[config.mk]
export PLATFORM = sky130hd
export DESIGN_NAME = pmc_cmd_decoder
export DESIGN_NICKNAME = d
export VERILOG_FILES = /design/src/core/pmc_pkg.sv /design/src/core/pmc_cmd_decoder.sv /design/src/core/pmc_sync.sv
export SDC_FILE = /design/constraint.sdc
export NUM_CORES = 1
export LEC_CHECK = 0
export BUFFER_PORTS_ARGS = -buffer_cell sky130_fd_sc_hd__buf_2
export CAP_MARGIN = 20
export CORE_UTILIZATION = 54
export CTS_CLUSTER_DIAMETER = 30
export CTS_CLUSTER_SIZE = 25
export DETAILED_ROUTE_END_ITERATION = 7
export GPL_ROUTABILITY_DRIVEN = 1
export PLACE_DENSITY = 0.76
export SKIP_CTS_REPAIR_TIMING = 1
export SLEW_MARGIN = 20
export SYNTH_ARGS = -nofsm -noshare
export SYNTH_HDL_FRONTEND = slang
export SYNTH_HIERARCHICAL = 1
export SYNTH_SLANG_ARGS = --single-unit
[constraint.sdc]
create_clock -name ref_clk -period 2 [get_ports ref_clk]
set_input_delay 0.1 -clock ref_clk [delete_from_list [all_inputs] [get_ports ref_clk]]
set_output_delay 0.1 -clock ref_clk [all_outputs]
set_load 0.02 [all_outputs]
[src/core/pmc_pkg.sv]
// Shared constants and types for the power monitor command decoder
package pmc_pkg;

    // ****************************************************************
    // Bus addressing and framing
    // ****************************************************************
    localparam logic [2:0] ADDR_BASE       = 3'h4;   // Fixed upper address bits 100
    localparam logic [3:0] BITS_PER_BYTE   = 4'h8;
    localparam logic [3:0] ACK_CLOCK_SEEN  = 4'h1;
    localparam int         EXT_FLAG_BIT    = 7;      // Set in first byte marks extended write

    // ****************************************************************
    // Extended register selects
    // ****************************************************************
    localparam logic [1:0] SEL_ALERT_ENABLE     = 2'h1;
    localparam logic [1:0] SEL_ALERT_THRESHOLD  = 2'h2;
    localparam logic [1:0] SEL_HOT_SWAP_CONTROL = 2'h3;

    // ****************************************************************
    // Command byte fields
    // ****************************************************************
    localparam int CMD_VOLTAGE_CONTINUOUS = 0;
    localparam int CMD_V_ONCE = 1;
    localparam int CMD_CURRENT_CONTINUOUS = 2;
    localparam int CMD_I_ONCE = 3;
    localparam int CMD_VOLTAGE_DIVIDER_SELECT = 4;
    localparam int CMD_UNUSED = 5;
    localparam int CMD_STATUS = 6;

    // ****************************************************************
    // Alert enable and control fields, reset values
    // ****************************************************************
    localparam int EN_SINGLE_OC = 0;
    localparam int EN_QUAD_OC   = 1;
    localparam int EN_HS_FAULT  = 2;
    localparam int EN_OFF       = 3;
    localparam int EN_CLEAR     = 4;
    localparam int CTRL_SOFTWARE_OFF   = 0;
    localparam logic [7:0] ALERT_ENABLE_RESET     = 8'h04;
    localparam logic [7:0] ALERT_ENABLE_MASK      = 8'h1f;
    localparam logic [7:0] ALERT_THRESHOLD_RESET  = 8'hff;
    localparam logic [7:0] HOT_SWAP_CONTROL_RESET = 8'h00;
    localparam logic [7:0] HOT_SWAP_CONTROL_MASK  = 8'h01;
    localparam logic [6:0] COMMAND_RESET          = 7'h00;
    localparam logic [2:0] OC_PRIOR_RUN           = 3'h3;  // Earlier hits before a quad trip
    localparam logic [2:0] OC_STATUS_RUN          = 3'h3;  // Run shown in status bit 0

    // ****************************************************************
    // Types
    // ****************************************************************
    typedef enum logic [2:0] {
        BUS_IDLE, BUS_ADDR, BUS_ADDR_ACK, BUS_WR, BUS_WR_ACK, BUS_RD, BUS_RD_ACK
    } pmc_bus_state_t;

    typedef struct packed {
        logic voltage_continuous;
        logic current_continuous;
        logic voltage_start;
        logic current_start;
        logic voltage_divider_select;
    } pmc_adc_req_t;

    typedef struct packed {
        logic        voltage_done;
        logic        current_done;
        logic [11:0] voltage_code;
        logic [11:0] current_code;
    } pmc_adc_res_t;

    typedef struct packed {
        pmc_bus_state_t fsm;
        logic [3:0]     cnt;
        logic [7:0]     rx;
        logic [7:0]     tx;
        logic [1:0]     byte_idx;
        logic           rw;
        logic           ext_write;
        logic [1:0]     ext_sel;
        logic           master_ack;
        logic           sda_oe;
        logic [6:0]     cmd;
        logic           v_pending;
        logic           i_pending;
        logic           v_start;
        logic           i_start;
        logic [11:0]    v_code;
        logic [11:0]    i_code;
        logic [7:0]     alert_en;
        logic [7:0]     thresh;
        logic [7:0]     ctrl;
        logic [2:0]     over_cnt;
        logic           adc_alert;
        logic           hs_flag;
        logic           off_alert;
        logic           scl_q;
        logic           sda_q;
        logic           on_q;
        logic           software_off_q;
    } pmc_state_t;

endpackage

[src/core/pmc_cmd_decoder.sv]
// Serial slave command decoder with extended registers and alert flags
// Summary of operation
// - Address with write, ack, stop is presence probe
// - First byte MSB zero is acked command byte
// - First byte MSB one starts extended write
// - Continuous voltage; early read acked, returns zeros
// - Single voltage conversion; reads nacked until done
// - Continuous current; early read acked, returns zeros
// - Single current conversion; reads nacked until done
// - Bit four picks voltage divider output
// - Bit six makes reads return status byte
// - Extended write: select byte, data byte, acks
// - Select low bits pick enable, threshold, control
// - Single current hit over threshold alerts
// - Four consecutive current hits alert
// - Hot swap fault alert enable resets set
// - Off by pin or software alerts
// - Clear bit wipes flags then self-clears
// - Flags may set again right after clear
// - Address is 100 plus two pin pairs
// - Control bit zero forces hot swap off
// - Threshold against top current bits, resets full
`timescale 1ns/1ps
`default_nettype none

module pmc_cmd_decoder (
    input  wire logic                  ref_clk,
    input  wire logic                  reset,
    input  wire logic                  scl_in,
    input  wire logic                  sda_in,
    output logic                       sda_out,
    output logic                       sda_oe,
    input  wire logic [1:0]            address_pin_high,
    input  wire logic [1:0]            address_pin_low,
    input  wire logic                  on_pin,
    input  wire logic                  hot_swap_overcurrent,
    input  wire logic                  hot_swap_fault_event,
    input  wire pmc_pkg::pmc_adc_res_t adc_res,
    output pmc_pkg::pmc_adc_req_t      adc_req,
    output logic                       software_off,
    output logic                       off_status,
    output logic                       alert_out
);
    import pmc_pkg::*;

    pmc_state_t s;
    pmc_state_t n;
    logic [6:0] sync_q;
    logic       scl_s;
    logic       sda_s;
    logic       on_s;
    logic       scl_rise;
    logic       scl_fall;
    logic       start_cond;
    logic       stop_cond;
    logic [6:0] own_addr;
    logic       mode_v;
    logic       mode_i;
    logic       i_over;
    logic       off_now;
    logic [7:0] status_byte;
    logic [7:0] rd_data;
    logic       clr;
    logic       adc_event;
    logic       hs_event;
    logic       off_event;
    logic       wr_done;
    logic       cmd_wr;

    // ****************************************************************
    // Pin synchronisers
    // ****************************************************************
    pmc_sync #(
        .W    (7),
        .INIT (7'h7f)
    ) u_sync (
        .ref_clk (ref_clk),
        .reset   (reset),
        .din     ({scl_in, sda_in, on_pin, address_pin_high, address_pin_low}),
        .dout    (sync_q)
    );

    // Line events seen on the synchronised bus lines
    assign scl_s      = sync_q[6];
    assign sda_s      = sync_q[5];
    assign on_s       = sync_q[4];
    assign scl_rise   = scl_s & ~s.scl_q;
    assign scl_fall   = ~scl_s & s.scl_q;
    assign start_cond = scl_s & s.scl_q & s.sda_q & ~sda_s;
    assign stop_cond  = scl_s & s.scl_q & ~s.sda_q & sda_s;
    assign own_addr   = {ADDR_BASE, sync_q[3:2], sync_q[1:0]};

    // Readback selection and status byte
    assign mode_v      = s.cmd[CMD_VOLTAGE_CONTINUOUS] | s.cmd[CMD_V_ONCE];
    assign mode_i      = s.cmd[CMD_CURRENT_CONTINUOUS] | s.cmd[CMD_I_ONCE];
    assign off_now     = ~on_s | s.ctrl[CTRL_SOFTWARE_OFF];
    assign status_byte = {2'h0, s.off_alert, off_now, s.hs_flag, hot_swap_overcurrent,
                          s.adc_alert, (s.over_cnt >= OC_STATUS_RUN)};

    // Byte for the current read index; zeros fill past the format end
    assign rd_data = s.cmd[CMD_STATUS] ? ((s.byte_idx == 2'h0) ? status_byte : 8'h00)
        : (mode_v & mode_i) ? ((s.byte_idx == 2'h0) ? s.v_code[11:4]
            : (s.byte_idx == 2'h1) ? s.i_code[11:4]
            : (s.byte_idx == 2'h2) ? {s.v_code[3:0], s.i_code[3:0]} : 8'h00)
        : mode_v ? ((s.byte_idx == 2'h0) ? s.v_code[11:4]
            : (s.byte_idx == 2'h1) ? {s.v_code[3:0], 4'h0} : 8'h00)
        : mode_i ? ((s.byte_idx == 2'h0) ? s.i_code[11:4]
            : (s.byte_idx == 2'h1) ? {s.i_code[3:0], 4'h0} : 8'h00)
        : 8'h00;

    // Alert sources, each gated by its enable
    assign clr       = s.alert_en[EN_CLEAR];
    assign i_over    = adc_res.current_code[11:4] > s.thresh;
    assign adc_event = adc_res.current_done & i_over & (s.alert_en[EN_SINGLE_OC]
                     | (s.alert_en[EN_QUAD_OC] & (s.over_cnt == OC_PRIOR_RUN)));
    assign hs_event  = hot_swap_fault_event & s.alert_en[EN_HS_FAULT];
    assign off_event = s.alert_en[EN_OFF] & ((s.on_q & ~on_s)
                     | (s.ctrl[CTRL_SOFTWARE_OFF] & ~s.software_off_q));

    // Byte completion in write phase, shared with the checks below
    assign wr_done = (s.fsm == BUS_WR) & scl_fall & (s.cnt == BITS_PER_BYTE)
                   & ~start_cond & ~stop_cond;
    assign cmd_wr  = wr_done & (s.byte_idx == 2'h0) & ~s.rx[EXT_FLAG_BIT];

    // ****************************************************************
    // Next state
    // ****************************************************************
    always_comb begin
        n         = s;
        n.v_start = 1'b0;
        n.i_start = 1'b0;
        n.scl_q   = scl_s;
        n.sda_q   = sda_s;
        n.on_q    = on_s;
        n.software_off_q = s.ctrl[CTRL_SOFTWARE_OFF];
        n.alert_en[EN_CLEAR] = 1'b0;
        // Conversion results; a finished single conversion releases reads
        if (adc_res.voltage_done) begin
            n.v_code    = adc_res.voltage_code;
            n.v_pending = 1'b0;
        end
        if (adc_res.current_done) begin
            n.i_code    = adc_res.current_code;
            n.i_pending = 1'b0;
            if (!i_over) begin
                n.over_cnt = 3'h0;
            end else if (s.over_cnt != 3'h7) begin
                n.over_cnt = 3'(s.over_cnt + 3'h1);
            end
        end
        // Sticky flags: a new event beats a clear in the same cycle
        n.adc_alert = (s.adc_alert & ~clr) | adc_event;
        n.hs_flag   = (s.hs_flag & ~clr) | hs_event;
        n.off_alert = (s.off_alert & ~clr) | off_event;
        // Bus sequencing; stop and start override any phase
        if (stop_cond) begin
            n.fsm    = BUS_IDLE;
            n.sda_oe = 1'b0;
        end else if (start_cond) begin
            n.fsm       = BUS_ADDR;
            n.cnt       = 4'h0;
            n.byte_idx  = 2'h0;
            n.rw        = 1'b0;
            n.ext_write = 1'b0;
            n.sda_oe    = 1'b0;
        end else begin
            case (s.fsm)
                BUS_ADDR, BUS_WR: begin
                    if (scl_rise) begin
                        n.rx  = {s.rx[6:0], sda_s};
                        n.cnt = 4'(s.cnt + 4'h1);
                    end else if (scl_fall && s.cnt == BITS_PER_BYTE) begin
                        n.cnt = 4'h0;
                        if (s.fsm == BUS_ADDR) begin
                            // Reads wait out a single conversion by not answering
                            if (s.rx[7:1] == own_addr && !(s.rx[0] && (s.v_pending || s.i_pending))) begin
                                n.fsm    = BUS_ADDR_ACK;
                                n.sda_oe = 1'b1;
                                n.rw     = s.rx[0];
                            end else begin
                                n.fsm = BUS_IDLE;
                            end
                        end else begin
                            n.fsm      = BUS_WR_ACK;
                            n.sda_oe   = 1'b1;
                            n.byte_idx = (s.byte_idx == 2'h3) ? s.byte_idx : 2'(s.byte_idx + 2'h1);
                            if (s.byte_idx == 2'h0 && s.rx[EXT_FLAG_BIT]) begin
                                n.ext_write = 1'b1;
                                n.ext_sel   = s.rx[1:0];
                            end else if (s.byte_idx == 2'h0) begin
                                // Bit five is dropped so it never reaches the core
                                n.cmd = {s.rx[6], 1'b0, s.rx[4:0]};
                                n.v_start   = s.rx[CMD_V_ONCE];
                                n.v_pending = s.rx[CMD_V_ONCE];
                                n.i_start   = s.rx[CMD_I_ONCE];
                                n.i_pending = s.rx[CMD_I_ONCE];
                                if (s.rx[CMD_VOLTAGE_CONTINUOUS] || s.rx[CMD_V_ONCE]) begin
                                    n.v_code = 12'h000;
                                end
                                if (s.rx[CMD_CURRENT_CONTINUOUS] || s.rx[CMD_I_ONCE]) begin
                                    n.i_code = 12'h000;
                                end
                            end else if (s.byte_idx == 2'h1 && s.ext_write) begin
                                case (s.ext_sel)
                                    SEL_ALERT_ENABLE:     n.alert_en = s.rx & ALERT_ENABLE_MASK;
                                    SEL_ALERT_THRESHOLD:  n.thresh   = s.rx;
                                    SEL_HOT_SWAP_CONTROL: n.ctrl     = s.rx & HOT_SWAP_CONTROL_MASK;
                                    default:              n.ctrl     = s.ctrl;
                                endcase
                            end
                        end
                    end
                end
                BUS_ADDR_ACK, BUS_WR_ACK: begin
                    if (scl_rise) begin
                        n.cnt = ACK_CLOCK_SEEN;
                    end else if (scl_fall && s.cnt == ACK_CLOCK_SEEN) begin
                        n.cnt = 4'h0;
                        if (s.rw) begin
                            n.fsm      = BUS_RD;
                            n.tx       = rd_data;
                            n.sda_oe   = ~rd_data[7];
                            n.byte_idx = 2'(s.byte_idx + 2'h1);
                        end else begin
                            n.fsm    = BUS_WR;
                            n.sda_oe = 1'b0;
                        end
                    end
                end
                BUS_RD: begin
                    if (scl_rise) begin
                        n.cnt = 4'(s.cnt + 4'h1);
                    end else if (scl_fall && s.cnt == BITS_PER_BYTE) begin
                        n.fsm    = BUS_RD_ACK;
                        n.sda_oe = 1'b0;
                        n.cnt    = 4'h0;
                    end else if (scl_fall) begin
                        n.tx     = {s.tx[6:0], 1'b0};
                        n.sda_oe = ~s.tx[6];
                    end
                end
                BUS_RD_ACK: begin
                    if (scl_rise) begin
                        n.master_ack = ~sda_s;
                        n.cnt        = ACK_CLOCK_SEEN;
                    end else if (scl_fall && s.cnt == ACK_CLOCK_SEEN) begin
                        n.cnt = 4'h0;
                        if (s.master_ack) begin
                            n.fsm      = BUS_RD;
                            n.tx       = rd_data;
                            n.sda_oe   = ~rd_data[7];
                            n.byte_idx = (s.byte_idx == 2'h3) ? s.byte_idx : 2'(s.byte_idx + 2'h1);
                        end else begin
                            n.fsm = BUS_IDLE;
                        end
                    end
                end
                default: begin
                    n.fsm    = BUS_IDLE;
                    n.sda_oe = 1'b0;
                end
            endcase
        end
    end

    // ****************************************************************
    // State register
    // ****************************************************************
    always_ff @(posedge ref_clk) begin
        if (reset) begin
            s          <= '0;
            s.cmd      <= COMMAND_RESET;
            s.alert_en <= ALERT_ENABLE_RESET;
            s.thresh   <= ALERT_THRESHOLD_RESET;
            s.ctrl     <= HOT_SWAP_CONTROL_RESET;
            s.scl_q    <= 1'b1;
            s.sda_q    <= 1'b1;
            s.on_q     <= 1'b1;
        end else begin
            s <= n;
        end
    end

    // Outputs; the line is only ever pulled low, never driven high
    assign sda_out                        = 1'b0;
    assign sda_oe                         = s.sda_oe;
    assign adc_req.voltage_continuous     = s.cmd[CMD_VOLTAGE_CONTINUOUS];
    assign adc_req.current_continuous     = s.cmd[CMD_CURRENT_CONTINUOUS];
    assign adc_req.voltage_start          = s.v_start;
    assign adc_req.current_start          = s.i_start;
    assign adc_req.voltage_divider_select = s.cmd[CMD_VOLTAGE_DIVIDER_SELECT];
    assign software_off                   = s.ctrl[CTRL_SOFTWARE_OFF];
    assign off_status                     = s.software_off_q | ~s.on_q;
    assign alert_out                      = s.adc_alert | s.hs_flag | s.off_alert;
endmodule
`default_nettype wire

[src/core/pmc_sync.sv]
// Two-stage synchroniser for asynchronous pin inputs
`timescale 1ns/1ps
`default_nettype none

module pmc_sync #(
    parameter int               W    = 1,
    parameter logic [W-1:0]     INIT = '0
) (
    input  wire logic           ref_clk,
    input  wire logic           reset,
    input  wire logic [W-1:0]   din,
    output logic [W-1:0]        dout
);

    logic [W-1:0] meta_reg;
    logic [W-1:0] hold_reg;

    // ****************************************************************
    // Stage one feeds only stage two, to keep metastability contained
    // ****************************************************************
    always_ff @(posedge ref_clk) begin
        if (reset) begin
            meta_reg <= INIT;
            hold_reg <= INIT;
        end else begin
            meta_reg <= din;
            hold_reg <= meta_reg;
        end
    end

    assign dout = hold_reg;

endmodule
`default_nettype wire

==> results.json, run 1 <==
{
  "grt_usage": 0.277,
  "synth_area_leaders": "dfxtp_1 (39%), mux2i_1 (6.9%), nand2_1 (5.1%)",
  "synthToLayoutAreaGrowth_pct": 19.1,
  "vdd_drop_max_uv": 365,
  "rr_endpoint": "sda_oe$_SDFFE_PP0P_",
  "violations": "negative hold slack",
  "cts.clk_slew.worst_paths_ns": 0.10,
  "pre_cts_ws_ns": -0.0909,
  "dp_hpwl_um": 9950,
  "grt_first_pass_wirelength_um": 21900,
  "wl_met2_um": 6560,
  "drt_iter0_markers": 460,
  "syn_nets": 673,
  "path_max_fanout": 3,
  "reg2reg_from": "s[76]$_SDFFE_PP0P_",
  "critical-path-max-stage-delay_ns": 0.34,
  "cts_buffers": 9,
  "synth_edf_count": 0,
  "required_ns": 2.28,
  "synthArstFlopShare": 0,
  "hold_viol": 8,
  "wl_per_cell_um": 16.4,
  "status": "finished with violations",
  "fin_ws_ns": 0.0893,
  "crit_arrival_ns": 2.19,
  "core_area_um2": 9280,
  "fin_cells": 829,
  "wl_um": 13600,
  "worst_setup_path_start_kind": "register",
  "finalCritPeriodShare": 0.955,
  "setup_viol": 0,
  "tightest_slew_ns": 0.535,
  "hold_class": "in2reg",
  "route.detailed.vias_per_inst": 5.79,
  "rsz0062_at_grt": "true",
  "path_class": "reg2reg",
  "syn_area_um2": 5190,
  "io_pins": 47,
  "seq_area_frac_synth": 0.393,
  "clock.fmax_ghz": 0.523,
  "wl_met1_um": 5920,
  "initial_core_util": 0.560,
  "rrSetupSlack_ns": 0.09,
  "clockBufferDepth": 2,
  "finalSetupTns_ns": 0,
  "path_buf_inv": 1,
  "final_util": 0.667,
  "die_area_um2": 10000,
  "met3WireLength_um": 941,
  "vias": 4796,
  "p_total_uw": 3870,
  "dr.pass1.iters": 6,
  "synth_largest_area_cell": "dfxtp_1",
  "gp_congestion": 0.961,
  "drive_above_1_share": 0.207,
  "post-route-drc-count": 0,
  "slowest_stage": "dfxtp_1",
  "final-max-slew-violation-count": 0,
  "synth_top_area_frac": 0.393,
  "synth_flop_cell": "dfxtp_1",
  "cap_violations": 0,
  "cts_sinks": 102,
  "worstSetupEndpointType": "register",
  "cts_tree": "yes",
  "htreeDepth": 3,
  "synth_cells": 618,
  "grt_max_degree": 32,
  "final.setup_skew_ns": 0.00991,
  "largest_reg_flops": 80,
  "syn_avg_cell_area_um2": 8.41,
  "routed.top_layer": "met4",
  "clk_latency_ns": 0.36,
  "yosysWarningCount": 6,
  "nets": 750,
  "powerDensity_nw_per_um2": 624,
  "hold-path-cell-count": 3,
  "ys_ff_latch": 102,
  "cp_cell_sequence": "inv_1, ha_2, and3b_1, a2111oi_2, o2bb2ai_1, a221oi_2, mux2i_1, nor3_2",
  "clockRootBuffer": "clkbuf_8",
  "die_x_um": 100,
  "overflow": 0,
  "row_count": 35,
  "synth_most_common_cell": "dfxtp_1",
  "ys_top_cells_by_count": "dfxtp_1 (102), nand2_1 (71), nor2_1 (68), a21oi_1 (41), mux2i_1 (36)",
  "synth.distinct_cells": 70,
  "slew_headroom": 0.638,
  "ant_nets": 0,
  "portBuffers": 45,
  "min_from": "adc_res[20]",
  "p_leak_uw": 0.00253,
  "worst_hold_path.endpoint": "s[54]$_SDFF_PP0_",
  "period_minus_slack_ns": 1.91,
  "antenna_found_initial": 0,
  "worst_hold_slack_ns": -0.0295,
  "dp_cells": 796,
  "critPathTopFamily": "compound AO/OA/AOI/OAI gates",
  "die_y_um": 100,
  "num_antenna_cells": 0,
  "nFillCells": 778,
  "grt_pass1_vias": 4495,
  "r2r_cells": 8
}
routing by layer:
metal	track usage	vias up
met5	0	-
met4	0.0792	0
met3	0.0418	19
met2	0.458	194
met1	0.376	2271
li1	-	2312
layout by cell type (no fill, tap or decap), types with 6 or more instances in the layout:
cell type and instances:
a22oi_1 7, o211ai_1 6, nor3_1 7, a211o_1 11
nor2_1 67, a31oi_1 7, or2_1 14, mux2i_1 36
o21ai_0 24, ha_1 16, dlygate4sd3_1 15, clkbuf_8 10
buf_4 47, or2_2 6, inv_1 29, nor2b_1 9
buf_2 45, nand2_1 71, dfxtp_1 97, a21oi_1 41
nand3_1 11, nand2b_1 8, nand4_1 10
worst max-delay path by stage:
stage | cells past startpoint | slack, ns | endpoint | start
6_report | 8 | 0.09 | sda_oe$_SDFFE_PP0P_ | s[76]$_SDFFE_PP0P_
5_1_grt | 8 | -0.03 | sda_oe$_SDFFE_PP0P_ | s[76]$_SDFFE_PP0P_
4_1_cts | 8 | -0.18 | s[79]$_SDFFE_PP0P_ | s[75]$_SDFFE_PP0P_
3_5_place_dp | 8 | -0.09 | sda_oe$_SDFFE_PP0P_ | s[76]$_SDFFE_PP0P_
3_3_place_gp | 8 | -0.03 | sda_oe$_SDFFE_PP0P_ | s[75]$_SDFFE_PP0P_
2_1_floorplan | 7 | 0.04 | s[83]$_SDFFE_PP0P_ | s[75]$_SDFFE_PP0P_
through the flow:
stage | hold slack (ns) | area [µm²]
2_1_floorplan | 0.197 | 5190
3_3_place_gp | 0.275 | 5740
3_5_place_dp | 0.279 | 5740
4_1_cts | -0.102 | 5970
5_1_grt | 0.00239 | 6190
6_report | -0.0295 | 6190
tightest hold or removal path, cell delays in order:
cell	delay (ns)
buf_2	0.07
mux2i_1	0.06
nor2_1	0.07
cell families after synthesis:
kind of cell / after synthesis / share of synthesized area
simple gates: 240 / 0.233
compound gates: 143 / 0.188
flops: 102 / 0.393
buf+inv: 73 / 0.0641
mux: 36 / 0.0694
fa+ha+maj: 18 / 0.0434
xor+xnor: 5 / 0.00843
other cells: 1 / 0.000722
report_power, final:
part | internal [µW] | switching, µW
combinational | 132 | 137
clock | 751 | 730
sequential | 2080 | 39.9
total | 2960 | 906
final cells by class:
cell class / instances / area, µm² / area share
clock buffers: 10 / 138 / 0.0222
clock inverters: 6 / 92.6 / 0.0150
inverters: 29 / 109 / 0.0176
multi-input cells: 443 / 2860 / 0.462
flip-flops and latches: 102 / 2050 / 0.331
well taps: 129 / 161 / 0.0261
repair buffers: 110 / 783 / 0.127
(Power assumes the default switching activity.)
==> run 2, diff against run 1 <==
--- a/config.mk
+++ b/config.mk
@@ -5,7 +5,7 @@
 export SDC_FILE = /design/constraint.sdc
 export NUM_CORES = 1
 export LEC_CHECK = 0
-export BUFFER_PORTS_ARGS = -buffer_cell sky130_fd_sc_hd__buf_2
+export BUFFER_PORTS_ARGS = -buffer_cell sky130_fd_sc_hd__buf_4
 export CAP_MARGIN = 20
 export CORE_UTILIZATION = 54
 export CTS_CLUSTER_DIAMETER = 30
@@ -14,6 +14,7 @@
 export GPL_ROUTABILITY_DRIVEN = 1
 export PLACE_DENSITY = 0.76
 export SKIP_CTS_REPAIR_TIMING = 1
+export SKIP_LAST_GASP = 1
 export SLEW_MARGIN = 20
 export SYNTH_ARGS = -nofsm -noshare
 export SYNTH_HDL_FRONTEND = slang
==> constraint.sdc (replaced) <==
create_clock -name ref_clk -period 2 [get_ports ref_clk]
set_input_delay 0.3 -clock ref_clk [delete_from_list [all_inputs] [get_ports ref_clk]]
set_output_delay 0.3 -clock ref_clk [all_outputs]
set_load 0.02 [all_outputs]
==> results.json, run 2 (same netlist as run 1, synthesis figures left out) <==
{
  "dr.pass1.iters": 5,
  "path_class": "reg2reg",
  "vias": 4587,
  "nets": 737,
  "grt-busiest-layer": "met2",
  "slowest_stage": "dfxtp_2",
  "critical-path-max-stage-delay_ns": 0.38,
  "p_total_uw": 3650,
  "clockRootBuffer": "clkbuf_8",
  "hold_viol": 0,
  "largest_reg_flops": 80,
  "rr_endpoint": "sda_oe$_SDFFE_PP0P_",
  "path_buf_inv": 1,
  "worstSetupEndpointType": "register",
  "io_pins": 47,
  "rrSetupSlack_ns": 0.09,
  "portBuffers": 45,
  "htreeDepth": 3,
  "num_antenna_cells": 0,
  "grt_usage": 0.267,
  "grt_max_degree": 56,
  "cts_buffers": 9,
  "min_from": "scl_in",
  "ant_nets": 0,
  "setup_viol": 0,
  "row_count": 35,
  "grt_pass1_vias": 4175,
  "wl_per_cell_um": 15.9,
  "overflow": 0,
  "drive_above_1_share": 0.209,
  "final-max-slew-violation-count": 0,
  "die_x_um": 100,
  "antenna_found_initial": 0,
  "die_y_um": 100,
  "post-route-drc-count": 0,
  "critPathTopFamily": "compound AO/OA/AOI/OAI gates",
  "use_met2": 0.433,
  "path_max_fanout": 3,
  "clock.fmax_ghz": 0.523,
  "dp_cells": 796,
  "use_met3": 0.0529,
  "hold-path-cell-count": 2,
  "final.setup_skew_ns": 0.0110,
  "crit_arrival_ns": 2.20,
  "cts_sinks": 102,
  "wl_um": 12900,
  "cap_violations": 0,
  "slew_headroom": 0.632,
  "cts.clk_slew.worst_paths_ns": 0.10,
  "clk_latency_ns": 0.37,
  "tightest_slew_ns": 0.552,
  "r2r_cells": 8,
  "cp_cell_sequence": "inv_1, ha_1, and3b_1, a2111oi_2, o2bb2ai_1, a221oi_1, mux2i_1, nor3_1",
  "gp_congestion": 0.872,
  "die_area_um2": 10000,
  "dp_hpwl_um": 9610,
  "initial_core_util": 0.560,
  "hold_class": "in2reg",
  "worst_hold_path.endpoint": "u_sync/meta_reg[6]$_SDFF_PP1_",
  "period_minus_slack_ns": 1.91,
  "p_leak_uw": 0.00250,
  "powerDensity_nw_per_um2": 595,
  "status": "finished clean",
  "worst_setup_path_start_kind": "register",
  "clockBufferDepth": 2,
  "core_area_um2": 9280,
  "final_common_cell": "dfxtp_1",
  "reg2reg_from": "s[75]$_SDFFE_PP0P_",
  "final_cell_mix": "dfxtp_1 (98), buf_4 (93), nand2_1 (71)",
  "finalCritPeriodShare": 0.957,
  "route.detailed.vias_per_inst": 5.64,
  "cts_tree": "yes",
  "required_ns": 2.29,
  "fin_cells": 814,
  "synthToLayoutAreaGrowth_pct": 18.1,
  "vdd_drop_max_uv": 593,
  "rsz0062_at_grt": "true",
  "drt_iter0_markers": 288,
  "grtUsageMet1": 0.359,
  "grt_first_pass_wirelength_um": 20800
}
run 2: report_power, final:
group,internal [µW],total (µW),switching [µW]
registers,2080,2110,38.1
logic,132,260,129
clock network,597,1270,677
total,2800,3650,844
run 2: cell type report:
type,instances,area [µm²]
multi-input cells,443,2880
inverters,29,109
repair buffers,97,756
clock inverters,4,48.8
clock buffers,10,138
well taps,129,161
fillers,789,3150
flip-flops and latches,102,2050
run 2: worst max-delay path by stage:
stage / startpoint / to / slack [ns] / depth (start not counted)
floorplan: s[75]$_SDFFE_PP0P_ / s[83]$_SDFFE_PP0P_ / 0.04 / 7
global placement: s[75]$_SDFFE_PP0P_ / s[79]$_SDFFE_PP0P_ / 0.07 / 8
detailed placement: s[75]$_SDFFE_PP0P_ / s[78]$_SDFFE_PP0P_ / -0.002 / 8
CTS: s[75]$_SDFFE_PP0P_ / s[78]$_SDFFE_PP0P_ / -0.02 / 8
global route: s[94]$_SDFFE_PP0P_ / s[82]$_SDFFE_PP0P_ / -0.03 / 9
finish: s[75]$_SDFFE_PP0P_ / sda_oe$_SDFFE_PP0P_ / 0.09 / 8
run 2: worst reg2reg max path: cells and delay by family (launching register included):
kind            cells  cell delay, ns
compound gates      3            0.67
fa+ha+maj           1            0.21
buf+inv             1            0.07
mux                 1            0.10
flops               1            0.38
simple gates        2            0.39
run 2: stage by stage:
stage	setup TNS (ns)	utilization	worst slack (ns)	hold WS, ns	area (µm²)
after global routing	-0.0755	0.661	-0.0255	0.0826	6140
after CTS	-0.0286	0.649	-0.0214	0.0845	6030
after global placement	0	0.629	0.0709	0.386	5840
after floorplan	0	-	0.0398	0.383	5190
after detailed placement	-0.00151	0.629	-0.00151	0.393	5840
final	0	0.661	0.0867	0.0984	6140
run 2: routing by layer:
layer,vias up,wire length (µm)
met5,-,0
li1,2284,-
met3,15,641
met4,0,191
met2,133,6060
met1,2155,6030
